## config.mk

```make
export PLATFORM = sky130hd
export DESIGN_NAME = evp_top
export DESIGN_NICKNAME = d
export VERILOG_FILES = /design/src/hdl/evp_pkg.sv /design/src/hdl/evp_pend_if.sv /design/src/hdl/evp_edge_det.sv /design/src/hdl/evp_top.sv
export SDC_FILE = /design/constraint.sdc
export NUM_CORES = 1
export LEC_CHECK = 0
export ABC_AREA = 1
export BUFFER_PORTS_ARGS = -buffer_cell sky130_fd_sc_hd__buf_4
export CAP_MARGIN = 0
export CORE_UTILIZATION = 39
export DETAILED_ROUTE_END_ITERATION = 8
export SLEW_MARGIN = 20
export SYNTH_ARGS = -nofsm -noshare
export SYNTH_HDL_FRONTEND = slang
export SYNTH_HIERARCHICAL = 1
export SYNTH_SLANG_ARGS = --single-unit
```

## constraint.sdc

```tcl
create_clock -name i_clk -period 2.4 [get_ports i_clk]
set_input_delay 0.6 -clock i_clk [delete_from_list [all_inputs] [get_ports i_clk]]
set_output_delay 0.6 -clock i_clk [all_outputs]
set_load 0.01 [all_outputs]
```

## src/hdl/evp_pkg.sv

```systemverilog
// Constants, types and helpers shared by the exception vector and priority block.
// Assumes one 20 MHz clock domain and an active-low asynchronous reset.
package evp_pkg;

	// ----------------------------------------------------------------
	// Widths
	// ----------------------------------------------------------------
	localparam int ADDR_W  = 4;
	localparam int DATA_W  = 8;
	localparam int VEC_W   = 5;
	localparam int VADDR_W = 16;
	localparam int NUM_VEC = 26;
	localparam int NUM_EXT = 4;
	localparam int NUM_PIN = NUM_EXT + 1;
	localparam int CH_NMI  = NUM_EXT;

	// ----------------------------------------------------------------
	// Register offsets
	// ----------------------------------------------------------------
	localparam logic [ADDR_W-1:0] OFS_EDGE   = 4'h0;
	localparam logic [ADDR_W-1:0] OFS_STATUS = 4'h1;
	localparam logic [ADDR_W-1:0] OFS_MASK   = 4'h2;
	localparam logic [ADDR_W-1:0] OFS_PEND   = 4'h3;

	// ----------------------------------------------------------------
	// Edge select layout and reset values
	// ----------------------------------------------------------------
	localparam int                EDGE_NMI_BIT = 7;
	localparam logic [2:0]        EDGE_RSV_VAL = 3'h7;
	localparam logic [NUM_EXT-1:0] EDGE_EXT_RST = 4'h0;
	localparam logic              EDGE_NMI_RST = 1'b0;
	localparam logic [DATA_W-1:0] REG_RST      = 8'h00;

	// ----------------------------------------------------------------
	// Status bits
	// ----------------------------------------------------------------
	localparam int ST_WDT   = 0;
	localparam int ST_NMI   = 1;
	localparam int ST_EXT   = 2;
	localparam int ST_DISP  = 3;
	localparam int ST_TRAP  = 4;
	localparam int ST_HELD  = 5;

	// ----------------------------------------------------------------
	// Vector numbers
	// ----------------------------------------------------------------
	localparam logic [VEC_W-1:0] VEC_RESET  = 5'h00;
	localparam logic [VEC_W-1:0] VEC_NMI    = 5'h07;
	localparam logic [VEC_W-1:0] VEC_TRAP0  = 5'h08;
	localparam logic [VEC_W-1:0] VEC_BRK    = 5'h0C;
	localparam logic [VEC_W-1:0] VEC_SLEEP  = 5'h0D;
	localparam logic [VEC_W-1:0] VEC_EXT0   = 5'h0E;
	localparam logic [VEC_W-1:0] VEC_WAKE   = 5'h12;
	localparam logic [VEC_W-1:0] VEC_TMRA   = 5'h13;
	localparam logic [VEC_W-1:0] VEC_TMRW   = 5'h15;
	localparam logic [VEC_W-1:0] VEC_TMRV   = 5'h16;
	localparam logic [VEC_W-1:0] VEC_SERIAL = 5'h17;
	localparam logic [VEC_W-1:0] VEC_IIC    = 5'h18;
	localparam logic [VEC_W-1:0] VEC_ADC    = 5'h19;

	// Vectors 1..6 and 20 are never dispatched
	localparam logic [NUM_VEC-1:0] RESERVED_VECS = 26'h010007E;
	// Only these are held off by the global mask bit
	localparam logic [NUM_VEC-1:0] MASKABLE_VECS = 26'h3FFC000;

	typedef enum logic [1:0] {
		EVP_S_RST  = 2'b10,
		EVP_S_RUN  = 2'b01,
		EVP_S_DISP = 2'b11
	} evp_state_t;

	typedef struct packed {
		evp_state_t          st;
		logic [VEC_W-1:0]    vec;
		logic [VADDR_W-1:0]  vaddr;
		logic                exc_req;
		logic                chip_reset;
		logic                nmi_sel;
		logic [NUM_EXT-1:0]  ext_sel;
		logic [DATA_W-1:0]   status;
		logic [DATA_W-1:0]   mask;
		logic [DATA_W-1:0]   rdata;
		logic                int_out;
		logic                trap_pend;
		logic [1:0]          trap_code;
		logic                sleep_pend;
	} evp_top_state_t;

	typedef struct packed {
		logic                primed;
		logic [NUM_PIN-1:0]  prev;
		logic [NUM_PIN-1:0]  pend;
		logic [NUM_PIN-1:0]  hit;
	} evp_det_state_t;

	typedef struct packed {
		logic             found;
		logic [VEC_W-1:0] vec;
	} evp_win_t;

	// Each entry is one two-byte word
	function automatic logic [VADDR_W-1:0] evp_vec_addr(input logic [VEC_W-1:0] v);
		evp_vec_addr = {10'h000, v, 1'b0};
	endfunction

	// Lowest vector number wins
	function automatic evp_win_t evp_pick(input logic [NUM_VEC-1:0] req);
		evp_win_t w;
		w = '0;
		for (int i = NUM_VEC - 1; i >= 0; i--) begin
			if (req[i]) begin
				w.found = 1'b1;
				w.vec   = VEC_W'(i);
			end
		end
		evp_pick = w;
	endfunction

endpackage

```

## src/hdl/evp_pend_if.sv

```systemverilog
// Carries pin levels, edge choices and clears to the edge detector, and pending requests back from it.
// Channels 0..3 are the external request lines, channel 4 the non-maskable pin.
`timescale 1ns/1ps
interface evp_pend_if;
	import evp_pkg::*;
	logic [NUM_PIN-1:0] pins;
	logic [NUM_PIN-1:0] edge_sel;
	logic [NUM_PIN-1:0] clr;
	logic [NUM_PIN-1:0] pend;
	logic [NUM_PIN-1:0] hit;

	modport det (input pins, input edge_sel, input clr, output pend, output hit);
	modport ctl (output pins, output edge_sel, output clr, input pend, input hit);
endinterface

```

## src/hdl/evp_edge_det.sv

```systemverilog
// Edge detector with sticky pending latches for the request pins.
// Assumes pins are already synchronous to i_clk.
`timescale 1ns/1ps
module evp_edge_det
	import evp_pkg::*;
(
	// Clock and reset
	input  wire logic i_clk,
	input  wire logic i_rst_b,
	// Pin channel
	evp_pend_if.det   pif
);
	import evp_pkg::*;

	evp_det_state_t s_r;
	evp_det_state_t s_nxt;
	logic [NUM_PIN-1:0] rise;
	logic [NUM_PIN-1:0] fall;

	always_comb begin
		s_nxt        = s_r;
		rise         = pif.pins & ~s_r.prev;
		fall         = ~pif.pins & s_r.prev;
		s_nxt.primed = 1'b1;
		s_nxt.prev   = pif.pins;
		// No detection before the first sample is held
		s_nxt.hit    = s_r.primed ? ((pif.edge_sel & rise) | (~pif.edge_sel & fall)) : '0;
		// A new edge wins over a clear in the same cycle
		s_nxt.pend   = (s_r.pend & ~pif.clr) | s_nxt.hit;
	end

	always_ff @(posedge i_clk or negedge i_rst_b) begin
		if (!i_rst_b) begin
			s_r <= '0;
		end else begin
			s_r <= s_nxt;
		end
	end

	assign pif.pend = s_r.pend;
	assign pif.hit  = s_r.hit;

endmodule

```

## src/hdl/evp_top.sv

```systemverilog
// Exception vector and priority front end for a small processor core.
// Assumes all inputs are synchronous to i_clk; peripheral requests are levels held by
// their sources until serviced; the core pulses i_exc_done when an exception sequence ends.
//
// Overview of operation
// - Reset has top priority; after pin release dispatch vector 0 at 0x0000.
// - Watchdog overflow resets the chip and dispatches vector 0 like the pin.
// - Trap with 2-bit code dispatches vectors 8 to 11 from 0x0010.
// - Traps are taken in program execution regardless of the mask bit.
// - Mask bit 1 holds off interrupts except non-maskable pin and address break.
// - Interrupts start only after current instruction or exception sequence ends.
// - Highest fixed priority first; priority falls as vector number rises.
// - Vectors 1 to 6 and 20 are never dispatched.
// - Direct transition by sleep instruction raises vector 13 at 0x001A.
// - Four capture/compare events and second timer overflow share vector 21.
// - Third timer compare matches and overflow share vector 22.
// - Serial port receive, transmit and error events share vector 23.
// - Edge select bit 7 picks non-maskable pin edge, 0 falling, reset 0.
// - Edge select bits 3..0 pick request pin edges, 0 falling, reset 0.
// - Edge select bits 6..4 read as 1 and ignore writes.
//
// Local design decisions: the address map and the plain strobed port.
`timescale 1ns/1ps
module evp_top
	import evp_pkg::*;
(
	// Clock and reset
	input  wire logic                       i_clk,
	input  wire logic                       i_rst_b,
	// Register port
	input  wire logic [evp_pkg::ADDR_W-1:0] i_reg_addr,
	input  wire logic [evp_pkg::DATA_W-1:0] i_reg_wdata,
	input  wire logic                       i_reg_wr,
	input  wire logic                       i_reg_rd,
	output logic [evp_pkg::DATA_W-1:0]      o_reg_rdata,
	// Reset sources
	input  wire logic                       i_wdt_overflow,
	// Core side
	input  wire logic                       i_cond_code_imask,
	input  wire logic                       i_insn_end,
	input  wire logic                       i_exc_done,
	input  wire logic                       i_software_trap_op,
	input  wire logic [1:0]                 i_trap_code,
	input  wire logic                       i_sleep_direct,
	output logic                            o_exc_req,
	output logic [evp_pkg::VEC_W-1:0]       o_vec_num,
	output logic [evp_pkg::VADDR_W-1:0]     o_vec_addr,
	output logic                            o_chip_reset,
	// Pins
	input  wire logic                       i_nonmaskable_pin,
	input  wire logic [evp_pkg::NUM_EXT-1:0] i_ext_request_line,
	// Internal requests
	input  wire logic                       i_addr_break,
	input  wire logic                       i_wakeup_pin_group,
	input  wire logic                       i_timer_a_ovf,
	input  wire logic [4:0]                 i_timer_w_req,
	input  wire logic [2:0]                 i_timer_v_req,
	input  wire logic [3:0]                 i_serial_req,
	input  wire logic [2:0]                 i_iic_req,
	input  wire logic                       i_adc_end,
	// Status interrupt
	output logic                            o_int
);
	import evp_pkg::*;

	// ----------------------------------------------------------------
	// State and pin channel
	// ----------------------------------------------------------------
	evp_top_state_t     s_r;
	evp_top_state_t     s_nxt;
	evp_pend_if         pif ();
	logic [NUM_PIN-1:0] clr_nxt;
	logic [NUM_VEC-1:0] req;
	evp_win_t           win;
	logic [DATA_W-1:0]  status_set;
	logic               rd_status;

	evp_edge_det u_det (
		.i_clk   (i_clk),
		.i_rst_b (i_rst_b),
		.pif     (pif)
	);

	assign pif.pins     = {i_nonmaskable_pin, i_ext_request_line};
	assign pif.edge_sel = {s_r.nmi_sel, s_r.ext_sel};
	assign pif.clr      = clr_nxt;

	// ----------------------------------------------------------------
	// Request gathering
	// ----------------------------------------------------------------
	always_comb begin
		req = '0;
		req[VEC_NMI]                 = pif.pend[CH_NMI];
		req[VEC_TRAP0 + s_r.trap_code] = s_r.trap_pend;
		req[VEC_BRK]                 = i_addr_break;
		req[VEC_SLEEP]               = s_r.sleep_pend;
		req[VEC_EXT0 +: NUM_EXT]     = pif.pend[NUM_EXT-1:0];
		req[VEC_WAKE]                = i_wakeup_pin_group;
		req[VEC_TMRA]                = i_timer_a_ovf;
		req[VEC_TMRW]                = |i_timer_w_req;
		req[VEC_TMRV]                = |i_timer_v_req;
		req[VEC_SERIAL]              = |i_serial_req;
		req[VEC_IIC]                 = |i_iic_req;
		req[VEC_ADC]                 = i_adc_end;
		// Mask bit leaves non-maskable pin, traps, break and sleep untouched
		if (i_cond_code_imask) begin
			req = req & ~MASKABLE_VECS;
		end
		req = req & ~RESERVED_VECS;
		win = evp_pick(req);
	end

	// ----------------------------------------------------------------
	// Next state
	// ----------------------------------------------------------------
	always_comb begin
		s_nxt      = s_r;
		clr_nxt    = '0;
		status_set = '0;
		rd_status  = i_reg_rd && (i_reg_addr == OFS_STATUS);

		s_nxt.chip_reset = 1'b0;

		// Traps and sleep transitions are remembered until taken
		if (i_software_trap_op) begin
			s_nxt.trap_pend = 1'b1;
			s_nxt.trap_code = i_trap_code;
		end
		if (i_sleep_direct) begin
			s_nxt.sleep_pend = 1'b1;
		end

		unique case (s_r.st)
			EVP_S_RST: begin
				// First cycle after release goes straight to vector 0
				s_nxt.st      = EVP_S_DISP;
				s_nxt.vec     = VEC_RESET;
				s_nxt.vaddr   = evp_vec_addr(VEC_RESET);
				s_nxt.exc_req = 1'b1;
			end
			EVP_S_RUN: begin
				if (i_insn_end && win.found) begin
					s_nxt.st      = EVP_S_DISP;
					s_nxt.vec     = win.vec;
					s_nxt.vaddr   = evp_vec_addr(win.vec);
					s_nxt.exc_req = 1'b1;
					status_set[ST_DISP] = 1'b1;
					if (win.vec == VEC_NMI) begin
						clr_nxt[CH_NMI] = 1'b1;
					end
					if (win.vec >= VEC_EXT0 && win.vec < VEC_WAKE) begin
						clr_nxt[2'(win.vec - VEC_EXT0)] = 1'b1;
					end
					if (win.vec >= VEC_TRAP0 && win.vec < VEC_BRK) begin
						s_nxt.trap_pend = i_software_trap_op;
						status_set[ST_TRAP] = 1'b1;
					end
					if (win.vec == VEC_SLEEP) begin
						s_nxt.sleep_pend = i_sleep_direct;
					end
				end
			end
			EVP_S_DISP: begin
				// Nothing new starts until the core ends this sequence
				if (i_exc_done) begin
					s_nxt.st      = EVP_S_RUN;
					s_nxt.exc_req = 1'b0;
				end
			end
			// Unused code: recover through the reset dispatch
			default: begin
				s_nxt.st = EVP_S_RST;
			end
		endcase

		// ------------------------------------------------------------
		// Register writes
		// ------------------------------------------------------------
		if (i_reg_wr) begin
			unique case (i_reg_addr)
				OFS_EDGE: begin
					s_nxt.nmi_sel = i_reg_wdata[EDGE_NMI_BIT];
					s_nxt.ext_sel = i_reg_wdata[NUM_EXT-1:0];
				end
				OFS_MASK: begin
					s_nxt.mask = i_reg_wdata;
				end
				OFS_PEND: begin
					// Write one to drop a latched pin edge
					clr_nxt = clr_nxt | {i_reg_wdata[EDGE_NMI_BIT],
						i_reg_wdata[NUM_EXT-1:0]};
				end
				default: begin
				end
			endcase
		end

		// ------------------------------------------------------------
		// Register reads, data one cycle later
		// ------------------------------------------------------------
		s_nxt.rdata = REG_RST;
		if (i_reg_rd) begin
			unique case (i_reg_addr)
				OFS_EDGE:   s_nxt.rdata = {s_r.nmi_sel, EDGE_RSV_VAL, s_r.ext_sel};
				OFS_STATUS: s_nxt.rdata = s_r.status;
				OFS_MASK:   s_nxt.rdata = s_r.mask;
				OFS_PEND:   s_nxt.rdata = {pif.pend[CH_NMI], 3'h0, pif.pend[NUM_EXT-1:0]};
				default:    s_nxt.rdata = REG_RST;
			endcase
		end

		// ------------------------------------------------------------
		// Status events
		// ------------------------------------------------------------
		status_set[ST_NMI] = pif.hit[CH_NMI];
		status_set[ST_EXT] = |pif.hit[NUM_EXT-1:0];
		status_set[ST_HELD] = i_cond_code_imask && i_insn_end && s_r.st == EVP_S_RUN
			&& |(pif.pend[NUM_EXT-1:0]);

		// ------------------------------------------------------------
		// Watchdog overflow acts as a chip reset
		// ------------------------------------------------------------
		if (i_wdt_overflow) begin
			s_nxt.st         = EVP_S_RST;
			s_nxt.exc_req    = 1'b0;
			s_nxt.chip_reset = 1'b1;
			s_nxt.nmi_sel    = EDGE_NMI_RST;
			s_nxt.ext_sel    = EDGE_EXT_RST;
			s_nxt.trap_pend  = 1'b0;
			s_nxt.sleep_pend = 1'b0;
			clr_nxt          = '1;
			status_set[ST_WDT] = 1'b1;
		end

		// Reading clears the sticky bits, but a new event in that cycle stays
		s_nxt.status  = (rd_status ? REG_RST : s_r.status) | status_set;
		s_nxt.int_out = |(s_nxt.status & s_nxt.mask);
	end

	// ----------------------------------------------------------------
	// State register
	// ----------------------------------------------------------------
	always_ff @(posedge i_clk or negedge i_rst_b) begin
		if (!i_rst_b) begin
			s_r            <= '0;
			s_r.st         <= EVP_S_RST;
			s_r.vaddr      <= evp_vec_addr(VEC_RESET);
			s_r.nmi_sel    <= EDGE_NMI_RST;
			s_r.ext_sel    <= EDGE_EXT_RST;
			s_r.status     <= REG_RST;
			s_r.mask       <= REG_RST;
			s_r.rdata      <= REG_RST;
		end else begin
			s_r <= s_nxt;
		end
	end

	// ----------------------------------------------------------------
	// Outputs
	// ----------------------------------------------------------------
	assign o_reg_rdata  = s_r.rdata;
	assign o_exc_req    = s_r.exc_req;
	assign o_vec_num    = s_r.vec;
	assign o_vec_addr   = s_r.vaddr;
	assign o_chip_reset = s_r.chip_reset;
	assign o_int        = s_r.int_out;

endmodule

```

After elaboration in Yosys (flattened, before gate mapping) --
Index checks and enable logic that the tools add are counted.
Storage, ports and cells: register bits after elaboration 75, bits in latches 0, bits in writable memories 0, bits in read-only memories 0, input port bits 48, output and inout bits 32, logic and storage cells 143, memories 0
Cells by class: add/sub/neg operators 2, multipliers 0, divide/modulo/power cells 0, magnitude comparators 8, equality and inequality tests 11, shift-type cells 0, mux-type cells 64, bitwise logic cells 15, reduce and logical (&&, ||, !) cells 25
Operators with widths (count):
- two-way mux 6 bit | 19
- two-way mux 5 bit | 9
- one-hot mux 21 bit (2 select lines) | 1
- two-way mux 8 bit | 4
- one-hot mux 8 bit (4 select lines) | 1
- bitwise mux 26 bit | 1
- two-way mux 26 bit | 1
- bitwise AND 5 bit | 5
- two-way mux 24 bit | 1
- inverter 5 bit | 4
- two-way mux 1 bit | 17
- bitwise OR 5 bit | 3
- OR reduction 4 bit | 3
- >= comparator 5 x 4 -> 1 bit, second input constant | 2
- logical AND 1 bit | 9
- bitwise AND 8 bit | 1
- equality test 4 x 2 -> 1 bit, second input constant | 2
- two-way mux 2 bit | 4
- bitwise OR 8 x 6 -> 8 bit | 1
- OR reduction 8 bit | 1
- two-way mux 7 bit | 1
- < comparator 5 x 6 -> 1 bit, second input constant | 1
- inequality test 3 bit, second input constant | 2
- one-hot mux 2 bit (3 select lines) | 1
- other kinds (25) | 31

Longest topological paths before layout --
word-level depth 42, mapped depth 19, gate-level depth less buffers 19

By module --
Netlist, hierarchy kept.
Modules (own cells, without submodules):
- evp_top | instances 1, cells each 339, area an instance 2581.2 um2, sequential area each 1077.3 um2
- evp_edge_det | instances 1, cells each 87, area an instance 710.7 um2, sequential area each 400.4 um2

Least setup slack after synthesis --
No wires, ideal clock.
path type input to register, from in i_cond_code_imask, to reg u_det.s_r (netlist bit u_det/pif.pend[2]), setup time 0.119 ns, arrival 1.843 ns, data required time 2.281 ns, setup slack 0.438 ns, stages on the path 17, path buffers 1, cell sequence buf_4 > inv_4 > nand2_1 > o21ai_2 > nor2_2 > nand2_1 > nor2_1 > nand2_1 > nand3_2 > inv_1 > nand2_1 > nor2_1 > nand3_1 > nand2_1 > inv_1 > nand2_1 > nand2_1
RTL lines:
- start: declaration | RTL line evp_top.sv:39 | input wire logic i_cond_code_imask,
- end signal: assignment | RTL line evp_edge_det.sv:36 | s_r <= s_nxt;
- end: declaration | RTL line evp_edge_det.sv:15 | evp_det_state_t s_r;

==> metrics.sh <==
RUN_STATUS='finished, final reports clean'
FINAL.PERIOD_UTILIZATION_PCT=79.52
DR_TOTAL_VIAS=2673
MAX-SLEW-MARGIN-REL_PCT=52.04
NUMBER_OF_FILL_CELLS=835
MAX_CLOCK_FREQ_MHz=524.0
CRITICAL_PATH_CLASS='in2reg'
PWR-SHARE-SEQ_PCT=46.4
STARTING_DENSITY_OF_THE_CORE_PCT=40.27
GRT_START_MAX_NET_PINS=60
GP_CONGESTION=0.7969
LARGEST_DRIVER_FANOUT_ON_THE_CRITICAL_PATH=3
SLEW_VIOLATIONS=0
IO_BUFFER_COUNT=68
SYNTH_SEQUENTIAL_AREA_RATIO_PCT=44.89
MAX_CAP_CHECK_VIOLATION_COUNT=0
GRT_PASS1_WL_MM=11.69
CTSLONGESTPATHBUFFERS=2
PLACEMENT_ROWS=33
SYNTHESIS.AREA_PER_INSTANCE_UM2=7.727
CTS_TREE='done'
CLKSLEWWORSTSETUPHOLDPATHS_PS=60
DRT_FIRST_PASS_ITERS=5
FINALWORSTPATHREQUIREDPERIOD_PS=1909
WORST-ENDPOINT-ARRIVAL_PS=2140
CTS_RESIZED=0
CRITICAL_PATH_REQUIRED_PS=2630
DRT-TOTAL-WL_MM=7.177
TOTAL_SETUP_BUFFERS_INSERTED_AFTER_CTS=0
LAYOUT.CELLS.MOST_COMMON='sky130_fd_sc_hd__nand2_1'
ANT_NETS=0
FIRST_GLOBAL_VIAS=2459
FLOORPLAN.DIE.WIDTH_UM=93.88
P_PER_AREA_nW_PER_UM2=638.0
NET_SWITCHING_POWER_mW=0.6956
GR-TOTAL-OVERFLOW=0
PEAK_IR_DROP_ON_THE_VDD_NETWORK_V=0.0004170
GLOBALROUTETOTALUTIL_PCT=17.67
SW_FRAC_OF_TOTAL_PCT=28.28
POST_ROUTE_CELLS_DRIVE_ABOVE_1_SHARE_PCT=21.55
CLOCK_TREE.HTREE_LEVEL_COUNT=3
TIGHTESTPINTRANSITION_PS=719.4
DIE_AREA_UM2=8813
SETUP_VIOL=0
POWER_FRAC_COMB_PCT=17.5
POST_SYNTH_INSTANCE_AREA_UM2=3292
DRT-INITIAL-DRC-COUNT=164
ANTENNA_CELLS_INSERTED=0
CTS_HOLD_BUFFERS=0
AREA_GROWTH_PCT=17.14
NUMBER_OF_BUFFERS_INSERTED_DURING_CLOCK_TREE_SYNTHESIS=9
POWER_REPORT.INTERNAL_TOTAL_mW=1.764
TIMING.FINAL.HOLD_VIOLATIONS=0
CLKPWRFRAC_PCT=36.2
CLK_ROOT_BUFFER_CELL='sky130_fd_sc_hd__clkbuf_8'
DETAIL_ROUTE.DRC_VIOLATIONS=0
CLK_LATENCY_PS=340
RSZ_0062_RAISED_AFTER_GLOBAL_ROUTING='false'
CLOCK-SKEW-FINAL_PS=4.487
ANTENNA_FOUND_INITIAL=0
DETAIL_ROUTE.WL_PER_CELL_UM=12.31
DIE-HEIGHT_UM=93.88
DESIGN.PORTCOUNT=80
FIN_NETS=521
NUMBER_OF_WARNINGS_REPORTED_IN_THE_YOSYS_SYNTHESIS_LOG=6
P_LEAK_nW=2.156
CORE_REGION_AREA_UM2=8175
CTS_SINK_CNT=59
CRITPATHLAUNCHTYPE='input pin'
FIN_TNS_SETUP_PS=0
HOLD_SLACK_PS=309.9
CRITICAL_PATH.ENDPOINT_TYPE='flop'
SYNTH_CELL_TYPE_COUNT=37
NUMBER_OF_STANDARD_CELLS_AFTER_SYNTHESIS=426
WORST_HOLD_PATH_TYPE='in2async'
ESTIMATED_WIRELENGTH_OF_THE_DETAIL_PLACED_DESIGN_MM=5.554
YS_FF_LATCH=59
DRT-VIAS-PER-INSTANCE=4.585
LAYOUT.CELLS.MOST_COMMON_LIST='sky130_fd_sc_hd__nand2_1, sky130_fd_sc_hd__inv_1, sky130_fd_sc_hd__buf_4'
==> layout make-up <==
class / count / area, µm² / share of cell area, %
clock buffer: 11 / 141.4 / 3.666
clock inverter: 5 / 52.55 / 1.363
inverter: 74 / 280.3 / 7.268
multi-input combinational: 259 / 1247 / 32.35
sequential: 59 / 1478 / 38.32
tap: 105 / 131.4 / 3.407
timing repair buffer: 70 / 525.5 / 13.63
==> layer usage <==
layer | track usage (%) | wire length, µm | vias to the layer above
met3 | 4.369 | 422 | 8
met2 | 28.59 | 3322 | 77
met5 | 0 | 0 | -
li1 | - | - | 1379
met4 | 5.385 | 59 | 0
met1 | 23.25 | 3373 | 1209
==> metrics by stage <==
stage	total power [mW]	cell area (µm²)	instances	setup slack (ps)	utilization, %
CTS	2.482	3856	583	499.1	47.17
floorplan	1.447	3329	436	438.0	-
finish	2.460	3856	583	491.4	47.17
global placement	1.586	3662	567	163.2	44.80
global route	2.591	3856	583	183.7	47.17
detailed placement	1.590	3662	567	142.3	44.80
==> critical path, stage by stage <==
cell and delay [ps]:
sky130_fd_sc_hd__buf_4 110, sky130_fd_sc_hd__nor2_1 90, sky130_fd_sc_hd__nand3_1 110, sky130_fd_sc_hd__nand2_1 110, sky130_fd_sc_hd__inv_1 50, sky130_fd_sc_hd__nor2_1 120, sky130_fd_sc_hd__nand3_1 80, sky130_fd_sc_hd__nand2_1 100
sky130_fd_sc_hd__nand2_1 80, sky130_fd_sc_hd__nor2_1 150, sky130_fd_sc_hd__nand2_1 70, sky130_fd_sc_hd__nor2_1 160, sky130_fd_sc_hd__nand3_1 110, sky130_fd_sc_hd__nand2_1 70, sky130_fd_sc_hd__inv_1 40, sky130_fd_sc_hd__nand2_1 50
sky130_fd_sc_hd__nand2_1 50
==> synthesized netlist by cell type, drive strengths merged <==
| cell | instances | area, µm² |
|---|---|---|
| a31oi | 1 | 6.260 |
| nand3 | 24 | 137.6 |
| or3 | 1 | 6.260 |
| dfrtp | 58 | 1451 |
| nor2 | 36 | 171.4 |
| mux2 | 3 | 33.78 |
| a21oi | 10 | 50.05 |
| clkinv | 1 | 3.750 |
| o22ai | 6 | 37.54 |
| o41ai | 1 | 8.760 |
| o21bai | 2 | 15.01 |
| nor3 | 2 | 10.01 |
| nand3b | 1 | 7.510 |
| conb | 2 | 7.510 |
| nand2 | 121 | 474.2 |
| a221oi | 5 | 43.79 |
| dfstp | 1 | 26.28 |
| clkbuf | 2 | 7.510 |
| inv | 73 | 276.5 |
| buf | 42 | 316.6 |
| o31ai | 6 | 45.04 |
| o21ai | 24 | 127.6 |
| nand4 | 2 | 12.51 |
| nor4 | 1 | 6.260 |
| o311ai | 1 | 8.760 |
==> final timing paths <==
kind	from	slack, ps	end	cells past startpoint
hold / removal	i_rst_b	310	o_reg_rdata[6]	1
setup reg to reg	u_det/pif.pend[3]	500	u_det/pif.pend[0]	14
hold reg to reg	o_exc_req	490	o_exc_req	2
setup / recovery	i_timer_w_req[3]	490	u_det/pif.pend[0]	17
min in group i_clk	i_ext_request_line[1]	380	u_det/s_r[11]	1
max in group asynchronous	i_rst_b	1600	s_r[22]	1
==> flip-flops by register name (all words and copies together), names as in the netlist <==
signal          flops
o_reg_rdata         8
u_det/pif.hit       5
o_chip_reset        1
o_vec_addr          5
o_exc_req           1
o_int               1
u_det/pif.pend      5
s_r                22
u_det/s_r           6
pif.edge_sel        5
==> cell families after synthesis <==
family	share of synthesized area, %
AO/OA/AOI/OAI	10.41
buffers and inverters	18.36
flip-flops	44.89
multiplexers	1.026
other	0.2281
AND/OR/NAND/NOR	25.09
==> power by group through the flow <==
stage / Sequential (mW) / Clock, mW / Combinational [mW]
3_5_place_dp: 1.16 / 0 / 0.431
5_1_grt: 1.15 / 0.948 / 0.492
2_1_floorplan: 1.14 / 0 / 0.307
3_3_place_gp: 1.16 / 0 / 0.430
4_1_cts: 1.14 / 0.908 / 0.434
6_report: 1.14 / 0.889 / 0.430
Note: power is estimated with default switching activity, not from simulation.
